**src/verilog/uart_psave_pkg.sv**
```systemverilog
package uart_psave_pkg;

  // Register byte offsets
  localparam logic [7:0] CTRL_OFS = 8'h00;
  localparam logic [7:0] TIMEOUT_OFS = 8'h04;
  localparam logic [7:0] STATUS_OFS = 8'h08;

  // CTRL fields
  localparam int CTRL_MODE_LSB = 0;
  localparam int CTRL_FLOW_BIT = 2;
  localparam int CTRL_AUTOBAUD_BIT = 3;
  localparam int CTRL_TRB_LSB = 4;
  localparam logic [31:0] CTRL_RESET = 32'h00000000;

  // power_save_mode_setting values
  localparam logic [1:0] MODE_FIXED = 2'h0;
  localparam logic [1:0] MODE_CYCLIC = 2'h1;
  localparam logic [1:0] MODE_RTS = 2'h2;
  localparam logic [1:0] MODE_DTR = 2'h3;

  // Idle timeout in radio frames
  localparam logic [15:0] TIMEOUT_MIN = 16'h0028;
  localparam logic [15:0] TIMEOUT_MAX = 16'hFDE8;
  localparam logic [15:0] TIMEOUT_RESET = 16'h07D0;

  // STATUS fields
  localparam int ST_STATE_LSB = 0;
  localparam int ST_UART_EN_BIT = 2;
  localparam int ST_IDLE_BIT = 3;
  localparam int ST_RTS_BIT = 4;
  localparam int ST_DTR_BIT = 5;
  localparam int ST_USB_BIT = 6;
  localparam int ST_ARMED_BIT = 7;

  // Timing
  localparam real CLK_PERIOD_NS = 100.0;
  localparam real FRAME_TIME_MS = 4.615;
  localparam real WAKE_TIME_MS = 20.0;
  localparam int FRAME_CYCLES = int'(FRAME_TIME_MS * 1.0e6 / CLK_PERIOD_NS);
  localparam int WAKE_CYCLES = int'(WAKE_TIME_MS * 1.0e6 / CLK_PERIOD_NS);

  // Port power state
  typedef enum logic [1:0] {
    ST_OFF = 2'b00,
    ST_WAKE = 2'b01,
    ST_ON = 2'b10
  } port_state_t;

endpackage

```
**src/verilog/pin_sync.sv**
```systemverilog
`timescale 1ns/1ps
`default_nettype none

module pin_sync #(
  parameter int WIDTH = 1,
  parameter logic [WIDTH-1:0] RESET_VAL = '0
) (
  input wire logic pclk, // System clock
  input wire logic presetn, // Async reset, active low
  input wire logic clk_en, // Freezes state while low
  input wire logic [WIDTH-1:0] pin_in, // Raw asynchronous pins
  output logic [WIDTH-1:0] level // Filtered level
);

  logic [WIDTH-1:0] stage1;
  logic [WIDTH-1:0] stage2;
  logic [WIDTH-1:0] stage3;
  logic [WIDTH-1:0] next_level;

  // Accept a change only when the second and third stages agree
  always_comb begin
    next_level = level;
    for (int i = 0; i < WIDTH; i++) begin
      if (stage2[i] == stage3[i]) begin
        next_level[i] = stage3[i];
      end
    end
  end

  // Stage one feeds only stage two, to bound metastability
  always_ff @(posedge pclk or negedge presetn) begin
    if (!presetn) begin
      stage1 <= RESET_VAL;
      stage2 <= RESET_VAL;
      stage3 <= RESET_VAL;
      level <= RESET_VAL;
    end else if (clk_en) begin
      stage1 <= pin_in;
      stage2 <= stage1;
      stage3 <= stage2;
      level <= next_level;
    end
  end

endmodule // pin_sync

`default_nettype wire

```
**src/verilog/uart_power_save_wake.sv**
```systemverilog
`timescale 1ns/1ps
`default_nettype none

module uart_power_save_wake #(
  parameter int FRAME_CYCLES = uart_psave_pkg::FRAME_CYCLES,
  parameter int WAKE_CYCLES = uart_psave_pkg::WAKE_CYCLES
) (
  input wire logic pclk, // System clock, 10 MHz
  input wire logic presetn, // Async reset, active low
  input wire logic clk_en, // Freezes all state while low
  input wire logic psel, // APB select
  input wire logic penable, // APB access phase
  input wire logic pwrite, // APB direction
  input wire logic [7:0] paddr, // APB byte address
  input wire logic [31:0] pwdata, // APB write data
  output logic [31:0] prdata, // APB read data
  output logic pready, // APB ready
  output logic pslverr, // APB error
  input wire logic rts_n, // Host request-to-send pin, ON low
  input wire logic dtr_n, // Host terminal-ready pin, ON low
  input wire logic rxd, // Receive data pin, idle high
  input wire logic rx_char_valid, // Receiver got a character
  input wire logic tx_pending, // Device has output to send
  input wire logic network_activity, // Radio needs the device
  input wire logic internal_activity, // Other function is busy
  input wire logic usb_attached, // USB bus present
  input wire logic usb_suspended, // USB in suspend
  output logic cts_n, // Clear-to-send pin, ON low
  output logic uart_enable, // Serial port powered
  output logic rx_accept, // Received characters are valid
  output logic low_power_idle, // Device may sleep
  output logic usb_ready, // USB kept ready
  output logic dtr_event, // Terminal-ready line changed
  output logic [1:0] term_ready_behavior // Behaviour for that change
);

  localparam int WAKE_W = $clog2(WAKE_CYCLES + 1);
  localparam int FRAME_W = $clog2(FRAME_CYCLES + 1);
  localparam logic [WAKE_W-1:0] WAKE_LOAD = WAKE_W'(WAKE_CYCLES - 1);
  localparam logic [FRAME_W-1:0] FRAME_LAST = FRAME_W'(FRAME_CYCLES - 1);

  // Configuration and state
  logic [1:0] mode;
  logic flow_ctrl_en;
  logic autobaud_en;
  logic [1:0] trb;
  logic [15:0] idle_timeout;
  uart_psave_pkg::port_state_t state;
  logic [WAKE_W-1:0] wake_cnt;
  logic [FRAME_W-1:0] frame_cnt;
  logic [15:0] idle_cnt;
  logic dtr_prev, rxd_prev;
  logic [2:0] pins_level;

  logic [1:0] next_mode;
  logic next_flow_ctrl_en, next_autobaud_en;
  logic [1:0] next_trb;
  logic [15:0] next_idle_timeout;
  logic [31:0] next_prdata;
  logic next_pready, next_pslverr;
  uart_psave_pkg::port_state_t next_state;
  logic [WAKE_W-1:0] next_wake_cnt;
  logic [FRAME_W-1:0] next_frame_cnt;
  logic [15:0] next_idle_cnt;
  logic next_cts_n, next_uart_enable, next_rx_accept;
  logic next_low_power_idle, next_usb_ready, next_dtr_event;

  logic rts_on, dtr_on, rxd_lvl, rxd_rise, wake_armed, line_on;
  logic acc_phase, bad_access, status_read;
  logic [31:0] ctrl_word, status_word;

  // Pins from the host are asynchronous; rxd idles high
  pin_sync #(
    .WIDTH(3),
    .RESET_VAL(3'h7)
  ) u_pin_sync (
    .pclk(pclk),
    .presetn(presetn),
    .clk_en(clk_en),
    .pin_in({rxd, dtr_n, rts_n}),
    .level(pins_level)
  );

  // Decoded line states
  assign rts_on = ~pins_level[0];
  assign dtr_on = ~pins_level[1];
  assign rxd_lvl = pins_level[2];
  assign rxd_rise = rxd_lvl & ~rxd_prev;
  // The autobaud bit does not gate this term; only mode and flow gate it
  assign wake_armed = (mode == uart_psave_pkg::MODE_CYCLIC) &
                      ~flow_ctrl_en;
  assign line_on = ((mode == uart_psave_pkg::MODE_RTS) & rts_on) |
                   ((mode == uart_psave_pkg::MODE_DTR) & dtr_on);

  assign ctrl_word = {26'h0, trb, autobaud_en, flow_ctrl_en, mode};
  assign status_word = {24'h0, wake_armed, usb_ready, dtr_on, rts_on,
                        low_power_idle, uart_enable, state};
  assign acc_phase = psel & penable;
  assign status_read = paddr == uart_psave_pkg::STATUS_OFS;

  // Refused writes: RTS mode with flow control, timeout out of range, any STATUS write; unmapped offsets refuse reads and writes
  always_comb begin
    bad_access = 1'b0;
    case (paddr)
      uart_psave_pkg::CTRL_OFS: begin
        if (pwrite && pwdata[uart_psave_pkg::CTRL_FLOW_BIT] &&
            pwdata[uart_psave_pkg::CTRL_MODE_LSB +: 2] ==
            uart_psave_pkg::MODE_RTS) begin
          bad_access = 1'b1;
        end
      end
      uart_psave_pkg::TIMEOUT_OFS: begin
        if (pwrite && (pwdata[15:0] < uart_psave_pkg::TIMEOUT_MIN ||
            pwdata[15:0] > uart_psave_pkg::TIMEOUT_MAX)) begin
          bad_access = 1'b1;
        end
      end
      uart_psave_pkg::STATUS_OFS: begin
        bad_access = pwrite;
      end
      default: begin
        bad_access = 1'b1;
      end
    endcase
  end

  // APB slave: one wait state so read data come from a flop
  always_comb begin
    next_pready = acc_phase & ~pready;
    next_pslverr = acc_phase & ~pready & bad_access;
    next_prdata = 32'h00000000;
    next_mode = mode;
    next_flow_ctrl_en = flow_ctrl_en;
    next_autobaud_en = autobaud_en;
    next_trb = trb;
    next_idle_timeout = idle_timeout;
    if (acc_phase && !pready && !pwrite && !bad_access) begin
      if (paddr == uart_psave_pkg::CTRL_OFS) begin
        next_prdata = ctrl_word;
      end else if (paddr == uart_psave_pkg::TIMEOUT_OFS) begin
        next_prdata = {16'h0, idle_timeout};
      end else if (status_read) begin
        next_prdata = status_word;
      end
    end
    // Writes land only at the edge that sees pready high
    if (acc_phase && pready && pwrite && !pslverr) begin
      if (paddr == uart_psave_pkg::CTRL_OFS) begin
        // DTR mode is taken with flow control on or off
        next_mode = pwdata[uart_psave_pkg::CTRL_MODE_LSB +: 2];
        next_flow_ctrl_en = pwdata[uart_psave_pkg::CTRL_FLOW_BIT];
        next_autobaud_en = pwdata[uart_psave_pkg::CTRL_AUTOBAUD_BIT];
        next_trb = pwdata[uart_psave_pkg::CTRL_TRB_LSB +: 2];
      end else if (paddr == uart_psave_pkg::TIMEOUT_OFS) begin
        next_idle_timeout = pwdata[15:0];
      end
    end
  end

  always_ff @(posedge pclk or negedge presetn) begin
    if (!presetn) begin
      prdata <= 32'h00000000;
      pready <= 1'b0;
      pslverr <= 1'b0;
      mode <= uart_psave_pkg::CTRL_RESET[1:0];
      flow_ctrl_en <= uart_psave_pkg::CTRL_RESET[2];
      autobaud_en <= uart_psave_pkg::CTRL_RESET[3];
      trb <= uart_psave_pkg::CTRL_RESET[5:4];
      idle_timeout <= uart_psave_pkg::TIMEOUT_RESET;
    end else if (clk_en) begin
      prdata <= next_prdata;
      pready <= next_pready;
      pslverr <= next_pslverr;
      mode <= next_mode;
      flow_ctrl_en <= next_flow_ctrl_en;
      autobaud_en <= next_autobaud_en;
      trb <= next_trb;
      idle_timeout <= next_idle_timeout;
    end
  end

  // Port power sequencer
  always_comb begin
    next_state = state;
    next_wake_cnt = wake_cnt;
    next_frame_cnt = frame_cnt;
    next_idle_cnt = idle_cnt;
    case (state)
      uart_psave_pkg::ST_OFF: begin
        next_frame_cnt = '0;
        next_idle_cnt = idle_timeout;
        if (mode == uart_psave_pkg::MODE_FIXED) begin
          next_state = uart_psave_pkg::ST_ON;
        end else if (line_on || (wake_armed && rxd_rise) ||
                     ((mode == uart_psave_pkg::MODE_CYCLIC) &&
                      network_activity)) begin
          // The waking character itself is never accepted
          next_state = uart_psave_pkg::ST_WAKE;
          next_wake_cnt = WAKE_LOAD;
        end
      end
      uart_psave_pkg::ST_WAKE: begin
        if (mode == uart_psave_pkg::MODE_FIXED) begin
          next_state = uart_psave_pkg::ST_ON;
        end else if (mode != uart_psave_pkg::MODE_CYCLIC && !line_on) begin
          next_state = uart_psave_pkg::ST_OFF;
        end else if (wake_cnt == '0) begin
          next_state = uart_psave_pkg::ST_ON;
        end else begin
          next_wake_cnt = wake_cnt - 1'b1;
        end
      end
      uart_psave_pkg::ST_ON: begin
        if (mode == uart_psave_pkg::MODE_CYCLIC) begin
          next_frame_cnt = (frame_cnt == FRAME_LAST) ? '0 :
                           frame_cnt + 1'b1;
          if (rx_char_valid || network_activity) begin
            // Every character restarts the whole timeout
            next_frame_cnt = '0;
            next_idle_cnt = idle_timeout;
          end else if (frame_cnt == FRAME_LAST) begin
            if (idle_cnt <= 16'h0001) begin
              next_state = uart_psave_pkg::ST_OFF;
            end else begin
              next_idle_cnt = idle_cnt - 1'b1;
            end
          end
        end else begin
          next_frame_cnt = '0;
          next_idle_cnt = idle_timeout;
          if (mode != uart_psave_pkg::MODE_FIXED && !line_on) begin
            next_state = uart_psave_pkg::ST_OFF;
          end
        end
      end
      default: begin
        next_state = uart_psave_pkg::ST_OFF;
      end
    endcase
  end

  // Registered pin and status outputs follow the next state
  always_comb begin
    next_rx_accept = next_state == uart_psave_pkg::ST_ON;
    next_cts_n = ~next_rx_accept;
    // Output traffic borrows the port without waking reception
    next_uart_enable = next_rx_accept | tx_pending;
    next_usb_ready = usb_attached & ~usb_suspended;
    // Sleep needs power saving on and nothing at all asking for work
    next_low_power_idle = (mode != uart_psave_pkg::MODE_FIXED) &&
                          (next_state == uart_psave_pkg::ST_OFF) &&
                          !tx_pending && !network_activity &&
                          !internal_activity && !next_usb_ready;
    next_dtr_event = dtr_on ^ dtr_prev;
  end

  always_ff @(posedge pclk or negedge presetn) begin
    if (!presetn) begin
      state <= uart_psave_pkg::ST_OFF;
      wake_cnt <= '0;
      frame_cnt <= '0;
      idle_cnt <= uart_psave_pkg::TIMEOUT_RESET;
      dtr_prev <= 1'b0;
      rxd_prev <= 1'b1;
      cts_n <= 1'b1;
      uart_enable <= 1'b0;
      rx_accept <= 1'b0;
      low_power_idle <= 1'b0;
      usb_ready <= 1'b0;
      dtr_event <= 1'b0;
      term_ready_behavior <= 2'h0;
    end else if (clk_en) begin
      state <= next_state;
      wake_cnt <= next_wake_cnt;
      frame_cnt <= next_frame_cnt;
      idle_cnt <= next_idle_cnt;
      dtr_prev <= dtr_on;
      rxd_prev <= rxd_lvl;
      cts_n <= next_cts_n;
      uart_enable <= next_uart_enable;
      rx_accept <= next_rx_accept;
      low_power_idle <= next_low_power_idle;
      usb_ready <= next_usb_ready;
      dtr_event <= next_dtr_event;
      term_ready_behavior <= trb;
    end
  end

endmodule // uart_power_save_wake

`default_nettype wire

```
**config.mk**
```make
export PLATFORM = sky130hd
export DESIGN_NAME = uart_power_save_wake
export DESIGN_NICKNAME = d
export VERILOG_FILES = /design/src/verilog/uart_psave_pkg.sv /design/src/verilog/pin_sync.sv /design/src/verilog/uart_power_save_wake.sv
export SDC_FILE = /design/constraint.sdc
export NUM_CORES = 1
export LEC_CHECK = 0
export BUFFER_PORTS_ARGS = -buffer_cell sky130_fd_sc_hd__buf_2
export CORE_ASPECT_RATIO = 1.2
export CORE_MARGIN = 1
export CORE_UTILIZATION = 45
export DETAILED_ROUTE_END_ITERATION = 6
export PLACE_DENSITY_LB_ADDON = 0.2
export SYNTH_ARGS = -nofsm -noshare
export SYNTH_HDL_FRONTEND = slang
export SYNTH_SLANG_ARGS = --single-unit
```
**constraint.sdc**
```tcl
create_clock -name pclk -period 4.85 [get_ports pclk]
set_input_delay 0.97 -clock pclk [delete_from_list [all_inputs] [get_ports pclk]]
set_output_delay 0.97 -clock pclk [all_outputs]
set_load 0.05 [all_outputs]
```
---- Word level (Yosys, flattened, before mapping) ----
Cells that the tools add are included.
word-level totals
  bits in registers ....................... 130
  output and inout bits ................... 42
  logic and storage cells ................. 153
operators by class
  magnitude comparators ................... 3
  bitwise logic cells ..................... 19
  reductions and logical operators ........ 47
  mux-type cells .......................... 33
  eq/ne operators ......................... 21
  add/subtract/negate cells ............... 3
operators with widths
  kind                   number
  $mux 16                10
  $mux 18                5
  $pmux 16 s2            2
  $pmux 18 s2            1
  $mux 2                 10
  $logic_and 1x1->1      18
  $logic_not 18->1       1
  $sub 18x1->18 const B  1
  $add 16x1->16 const B  1
  $eq 16x16->1 const B   1
  $gt 16x16->1 const B   1
  $le 16x1->1 const B    1
  $lt 16x6->1 const B    1
  $sub 16x1->16 const B  1
  $eq 2x2->1 const B     5
  $ne 2x2->1 const B     5
  $logic_not 1->1        9
  $and 1x1->1            8
  $eq 8x3->1 const B     1
  $eq 8x4->1 const B     1
  $logic_not 8->1        1
  $mux 8                 1
  $ne 4x4->1 const B     2
  $not 1->1              8
  other kinds (15)       31

---- Depth between registers and ports, before layout ----
  depth in word-level cells ............... 14
  gate-level depth with buffers ........... 9

---- Hierarchy ----
A second synthesis with hierarchy kept.
unflattened totals
  cell total of the unflattened synthesis .. 584
  area, all modules ....................... 5941.9 sq um
modules (own cells, without submodules)
  module                instances  area an instance (sq um)  cells an instance  sequential area each (sq um)
  uart_power_save_wake  1          5431.5                    546                2570.0
  pin_sync              1          510.5                     38                 315.3

---- Least setup slack after synthesis ----
Ideal clock, no wire load.
  path type ............................... input -> register
  from .................................... in paddr[5]
  to ...................................... reg idle_timeout[11]
  data arrival time ....................... 2.601 ns
  buffers on the path ..................... 2
  slack ................................... 2.122 ns
  data required time ...................... 4.722 ns
  stages .................................. 7
  path through ............................ nor4_1 nand2_1 nor4_1 and2_1 clkbuf_1 buf_2 mux2_1
on the way
  cells in the longest elaborated chain, start to end .. 3
  elaborated cells on any way between the ends .. 4
  those cells by class .................... 1 x eq/ne; 1 x bitwise; 2 x reduce/logical
RTL lines
  element                       line                         text
  from (decl)                   uart_power_save_wake.sv:14   input wire logic [7:0] paddr,
  $logic_not 8->1               uart_power_save_wake.sv:148  if (paddr == uart_psave_pkg::CTRL_OFS) begin
  $not 1->1 (no line)           -
  $reduce_and 4->1 (no line) *  -
  to (signal assigned)          uart_power_save_wake.sv:169  idle_timeout <= uart_psave_pkg::TIMEOUT_RESET;
  to (signal assigned)          uart_power_save_wake.sv:178  idle_timeout <= next_idle_timeout;
  to (decl)                     uart_power_save_wake.sv:47   logic [15:0] idle_timeout;
Mark *: on every way between the ends. The rest lies on a longest branch, timed or not.
A chain may end at the register's enable or synchronous reset.

---- Worst setup path in the final report ----
  from .................................... in rx_char_valid
  to ...................................... reg idle_cnt[4]
on the way
  cells in the longest elaborated chain, start to end .. 4
  elaborated cells on any way between the ends .. 7
  those cells by class .................... 2 x eq/ne; 3 x mux; 2 x reduce/logical
RTL lines
  element               line                         text
  from (decl)           uart_power_save_wake.sv:22   input wire logic rx_char_valid,
  $logic_or 1x1->1 *    uart_power_save_wake.sv:217  if (rx_char_valid || network_activity) begin
  $mux 16               uart_power_save_wake.sv:217
  $mux 16               uart_power_save_wake.sv:214  if (mode == uart_psave_pkg::MODE_CYCLIC) begin
  $pmux 16 s2           uart_power_save_wake.sv:188  case (state)
  to (signal assigned)  uart_power_save_wake.sv:262  idle_cnt <= uart_psave_pkg::TIMEOUT_RESET;
  to (signal assigned)  uart_power_save_wake.sv:276  idle_cnt <= next_idle_cnt;
  to (decl)             uart_power_save_wake.sv:51   logic [15:0] idle_cnt;
Marks and branches as above.

==> out/metrics.cfg <==
[placement]
placedCellCount = 798
hpwlAfterDp_um = 9390
port_buffers = 64
gp_congestion = 0.878

[power]
p_per_area_mw_per_mm2 = 407
vdd_drop_max_uv = 327
power.leakage_nw = 3.03
power_frac_clock_pct = 45.4
combPwrFrac_pct = 13.7
internal_power_w = 0.00201
power_switching_w = 0.000816
power_frac_seq_pct = 40.9
sw_frac_of_total_pct = 28.9

[timing]
rsz0062_at_grt = false
finClkSkew_ps = 9.24
final_hold_viol_count = 0
tns_ps = 0
fin_crit_sh_pct = 64.7
worstMarginPinSlew_ps = 933
relSlewSlack_pct = 37.8
slew_viol_final = 0
setup_violations = 0
fmax_ghz = 0.319
period_minus_slack_ps = 3140

[yosys]
yosysSeqAreaShare_pct = 48.6
synth_edf_count = 0
async_flop_share_pct = 100
yosys.area.top_type = dfrtp_1
synth-main-ff-cell = dfrtp_1
netlist_top_cells_area = dfrtp_1 37%, dfstp_2 12%, mux2_1 3.6%, nor2_1 3.1%, a21oi_1 3.0%
yosysWarningCount = 0
synth_area_mm2 = 0.00593
synthCells = 592
synth_top_area_share_pct = 37.1
syn_area_per_cell_um2 = 10.0
ys_types = 68
ys_ff_latch = 114

[global_route]
grt_pass1_vias = 4511
grt_max_degree = 48
antenna_found_initial = 0
grt_remaining_overflow = 0
grt_pass1_wl_um = 22200
grtUsageTotal_pct = 20.8

[setup_path]
r2r-start = mode[1]$_DFFE_PN0P_
reg2reg_slack_ps = 1770
cp_max_fo = 29
critPathSlowestCell = o21ai_2
worstPathCellList = buf_2, or4b_1, or3_1, o21ai_2, a21oi_1, o22a_1
cp.arrival_ps = 3480
path_class = input port to register
critPathCaptureType = register
cp-start-kind = input port
rr_worst_depth = 5
worstPathRequired_ps = 5190
slowest_delay_ps = 780
worstReg2RegEnd = idle_cnt[4]$_DFFE_PN1P_

[floorplan]
boundaryPins = 97
die-area_mm2 = 0.0137
rows = 45
fp.dieW_um = 107
core_mm2 = 0.0128
die_h_um = 128
initial_utilization_pct = 46.4

[routing]
drtIter0Drc = 288
vias_per_cell = 5.68
wire_per_inst_um = 16.1
final_antenna_net_count = 0
firstDrtPassIters = 7
wirelength_um = 13400
vias = 4716
drc = 0

[finish]
postLayoutCoreUtil_pct = 54.3
layout_commonest_cell = dfrtp_1
fin_cells = 830
drive_gt1_share_pct = 23.6
syn_to_final_growth_pct = 16.9
fin_nets = 714
antennaDiodeCount = 0
most-common-layout-cells = 88 x dfrtp_1, 63 x buf_2, 49 x nor2_1
nFillCells = 1129

[clock_tree]
cts_hold_buffers = 0
h-tree-depth = 4
cts_setup_buffers = 0
cts_tree = done
clk_pin_slew_worst_paths_ps = 60
clock-sinks = 114
ctsResizeCount = 0
clockRootBuffer = clkbuf_16
clk_latency_ps = 420
cts_buffers = 17
clock_path_buffers = 2

[hold_path]
hold_class = register to register
hold_start = u_pin_sync.stage3[0]$_DFFE_PN1P_
hold_depth = 2
holdPathEnd = u_pin_sync.stage3[0]$_DFFE_PN1P_

[run_status]
outcome = finished clean

[job]
max-cap-violations = 0

## layer usage
layer  routed length [um]  GRT usage, %  share of wire, %  vias up
met5                    0             0                 0        -
met4                  262          7.82               2.0        0
met3                  508          4.47               3.8       21
met2                 6670          33.8                50       95
met1                 5960          27.1                44     2330
li1                     -             -                 -     2270
## synth_stat cells (5+ instances only)
| master | n |
|---|---|
| nor2b_1 | 5 |
| o21ai_0 | 25 |
| o21ai_1 | 24 |
| nand2_1 | 31 |
| a21oi_1 | 35 |
| clkbuf_1 | 15 |
| dfrtp_1 | 88 |
| mux2_1 | 19 |
| o2111ai_1 | 5 |
| nand3_1 | 17 |
| o32ai_1 | 5 |
| buf_2 | 9 |
| mux2i_1 | 8 |
| dfstp_2 | 26 |
| a31oi_1 | 7 |
| nor2_1 | 49 |
| nor4_1 | 13 |
| ha_1 | 6 |
| a22oi_1 | 5 |
| o2bb2ai_1 | 9 |
| inv_1 | 20 |
| or3_1 | 10 |
| a22o_1 | 8 |
| nand4_1 | 14 |
| nor3_1 | 17 |
| mux2_2 | 14 |
| buf_4 | 17 |
| xor2_1 | 15 |
## critical path: cells and delay by family
| family | cells | cell delay (ps) |
|---|---|---|
| AND/OR/NAND/NOR | 2 | 1320 |
| AO/OA/AOI/OAI | 3 | 1080 |
| buffers and inverters | 1 | 100 |
## layout make-up
cell class / instances / area (um2) / area share (%)
Timing Repair Buffer: 71 / 375 / 5.41
Clock buffer: 18 / 429 / 6.19
Inverter: 22 / 82.6 / 1.19
Sequential cell: 114 / 2890 / 41.6
Clock inverter: 14 / 178 / 2.56
Tap cell: 164 / 205 / 2.96
Multi-Input combinational cell: 427 / 2780 / 40.1
## logic make-up after synthesis
kind of cell / Yosys count / share of synthesized area, %
flops: 114 / 48.6
other cells: 1 / 0.0632
xor+xnor: 18 / 2.66
fa+ha+maj: 6 / 1.27
compound gates: 155 / 16.9
buf+inv: 66 / 5.57
mux: 41 / 7.61
simple gates: 191 / 17.3
## how the worst max path moves through the flow
stage / startpoint / to / slack [ps] / cells after the start
after floorplan: paddr[5] / idle_timeout[11]$_DFFE_PN0P_ / 2120 / 7
after global placement: rx_char_valid / idle_cnt[4]$_DFFE_PN1P_ / 1340 / 6
after detailed placement: rx_char_valid / idle_cnt[4]$_DFFE_PN1P_ / 1280 / 6
after CTS: rx_char_valid / idle_cnt[4]$_DFFE_PN1P_ / 1730 / 6
after global routing: rx_char_valid / idle_cnt[13]$_DFFE_PN0P_ / 1520 / 6
final: rx_char_valid / idle_cnt[4]$_DFFE_PN1P_ / 1710 / 6
## power by group through the flow
stage          logic [W]  registers, W  clock network (W)
6_report        0.000386       0.00115            0.00128
5_1_grt         0.000429       0.00117            0.00134
4_1_cts         0.000390       0.00115            0.00130
3_5_place_dp    0.000388       0.00117                  0
3_3_place_gp    0.000377       0.00116                  0
2_1_floorplan   0.000270       0.00117                  0
## through the flow
| stage | total power [W] | worst slack, ps | hold WS (ps) | area (um2) |
|---|---|---|---|---|
| after floorplan | 0.00144 | 2120 | 455 | 5990 |
| after global placement | 0.00154 | 1340 | 467 | 6330 |
| after detailed placement | 0.00156 | 1280 | 474 | 6330 |
| after CTS | 0.00285 | 1730 | 486 | 6930 |
| after global routing | 0.00294 | 1520 | 504 | 6930 |
| final | 0.00282 | 1710 | 490 | 6930 |
## state kept, by name, indices dropped and copies added (netlist names), 2 cells and up
signal and flops:
u_pin_sync.level 3, frame_cnt 16, wake_cnt 18, term_ready_behavior 2, trb 2, u_pin_sync.stage1 3, u_pin_sync.stage3 3, u_pin_sync.stage2 3
state 2, idle_cnt 16, idle_timeout 16, mode 2, prdata 16
Power figures use the tool's default switching activity.
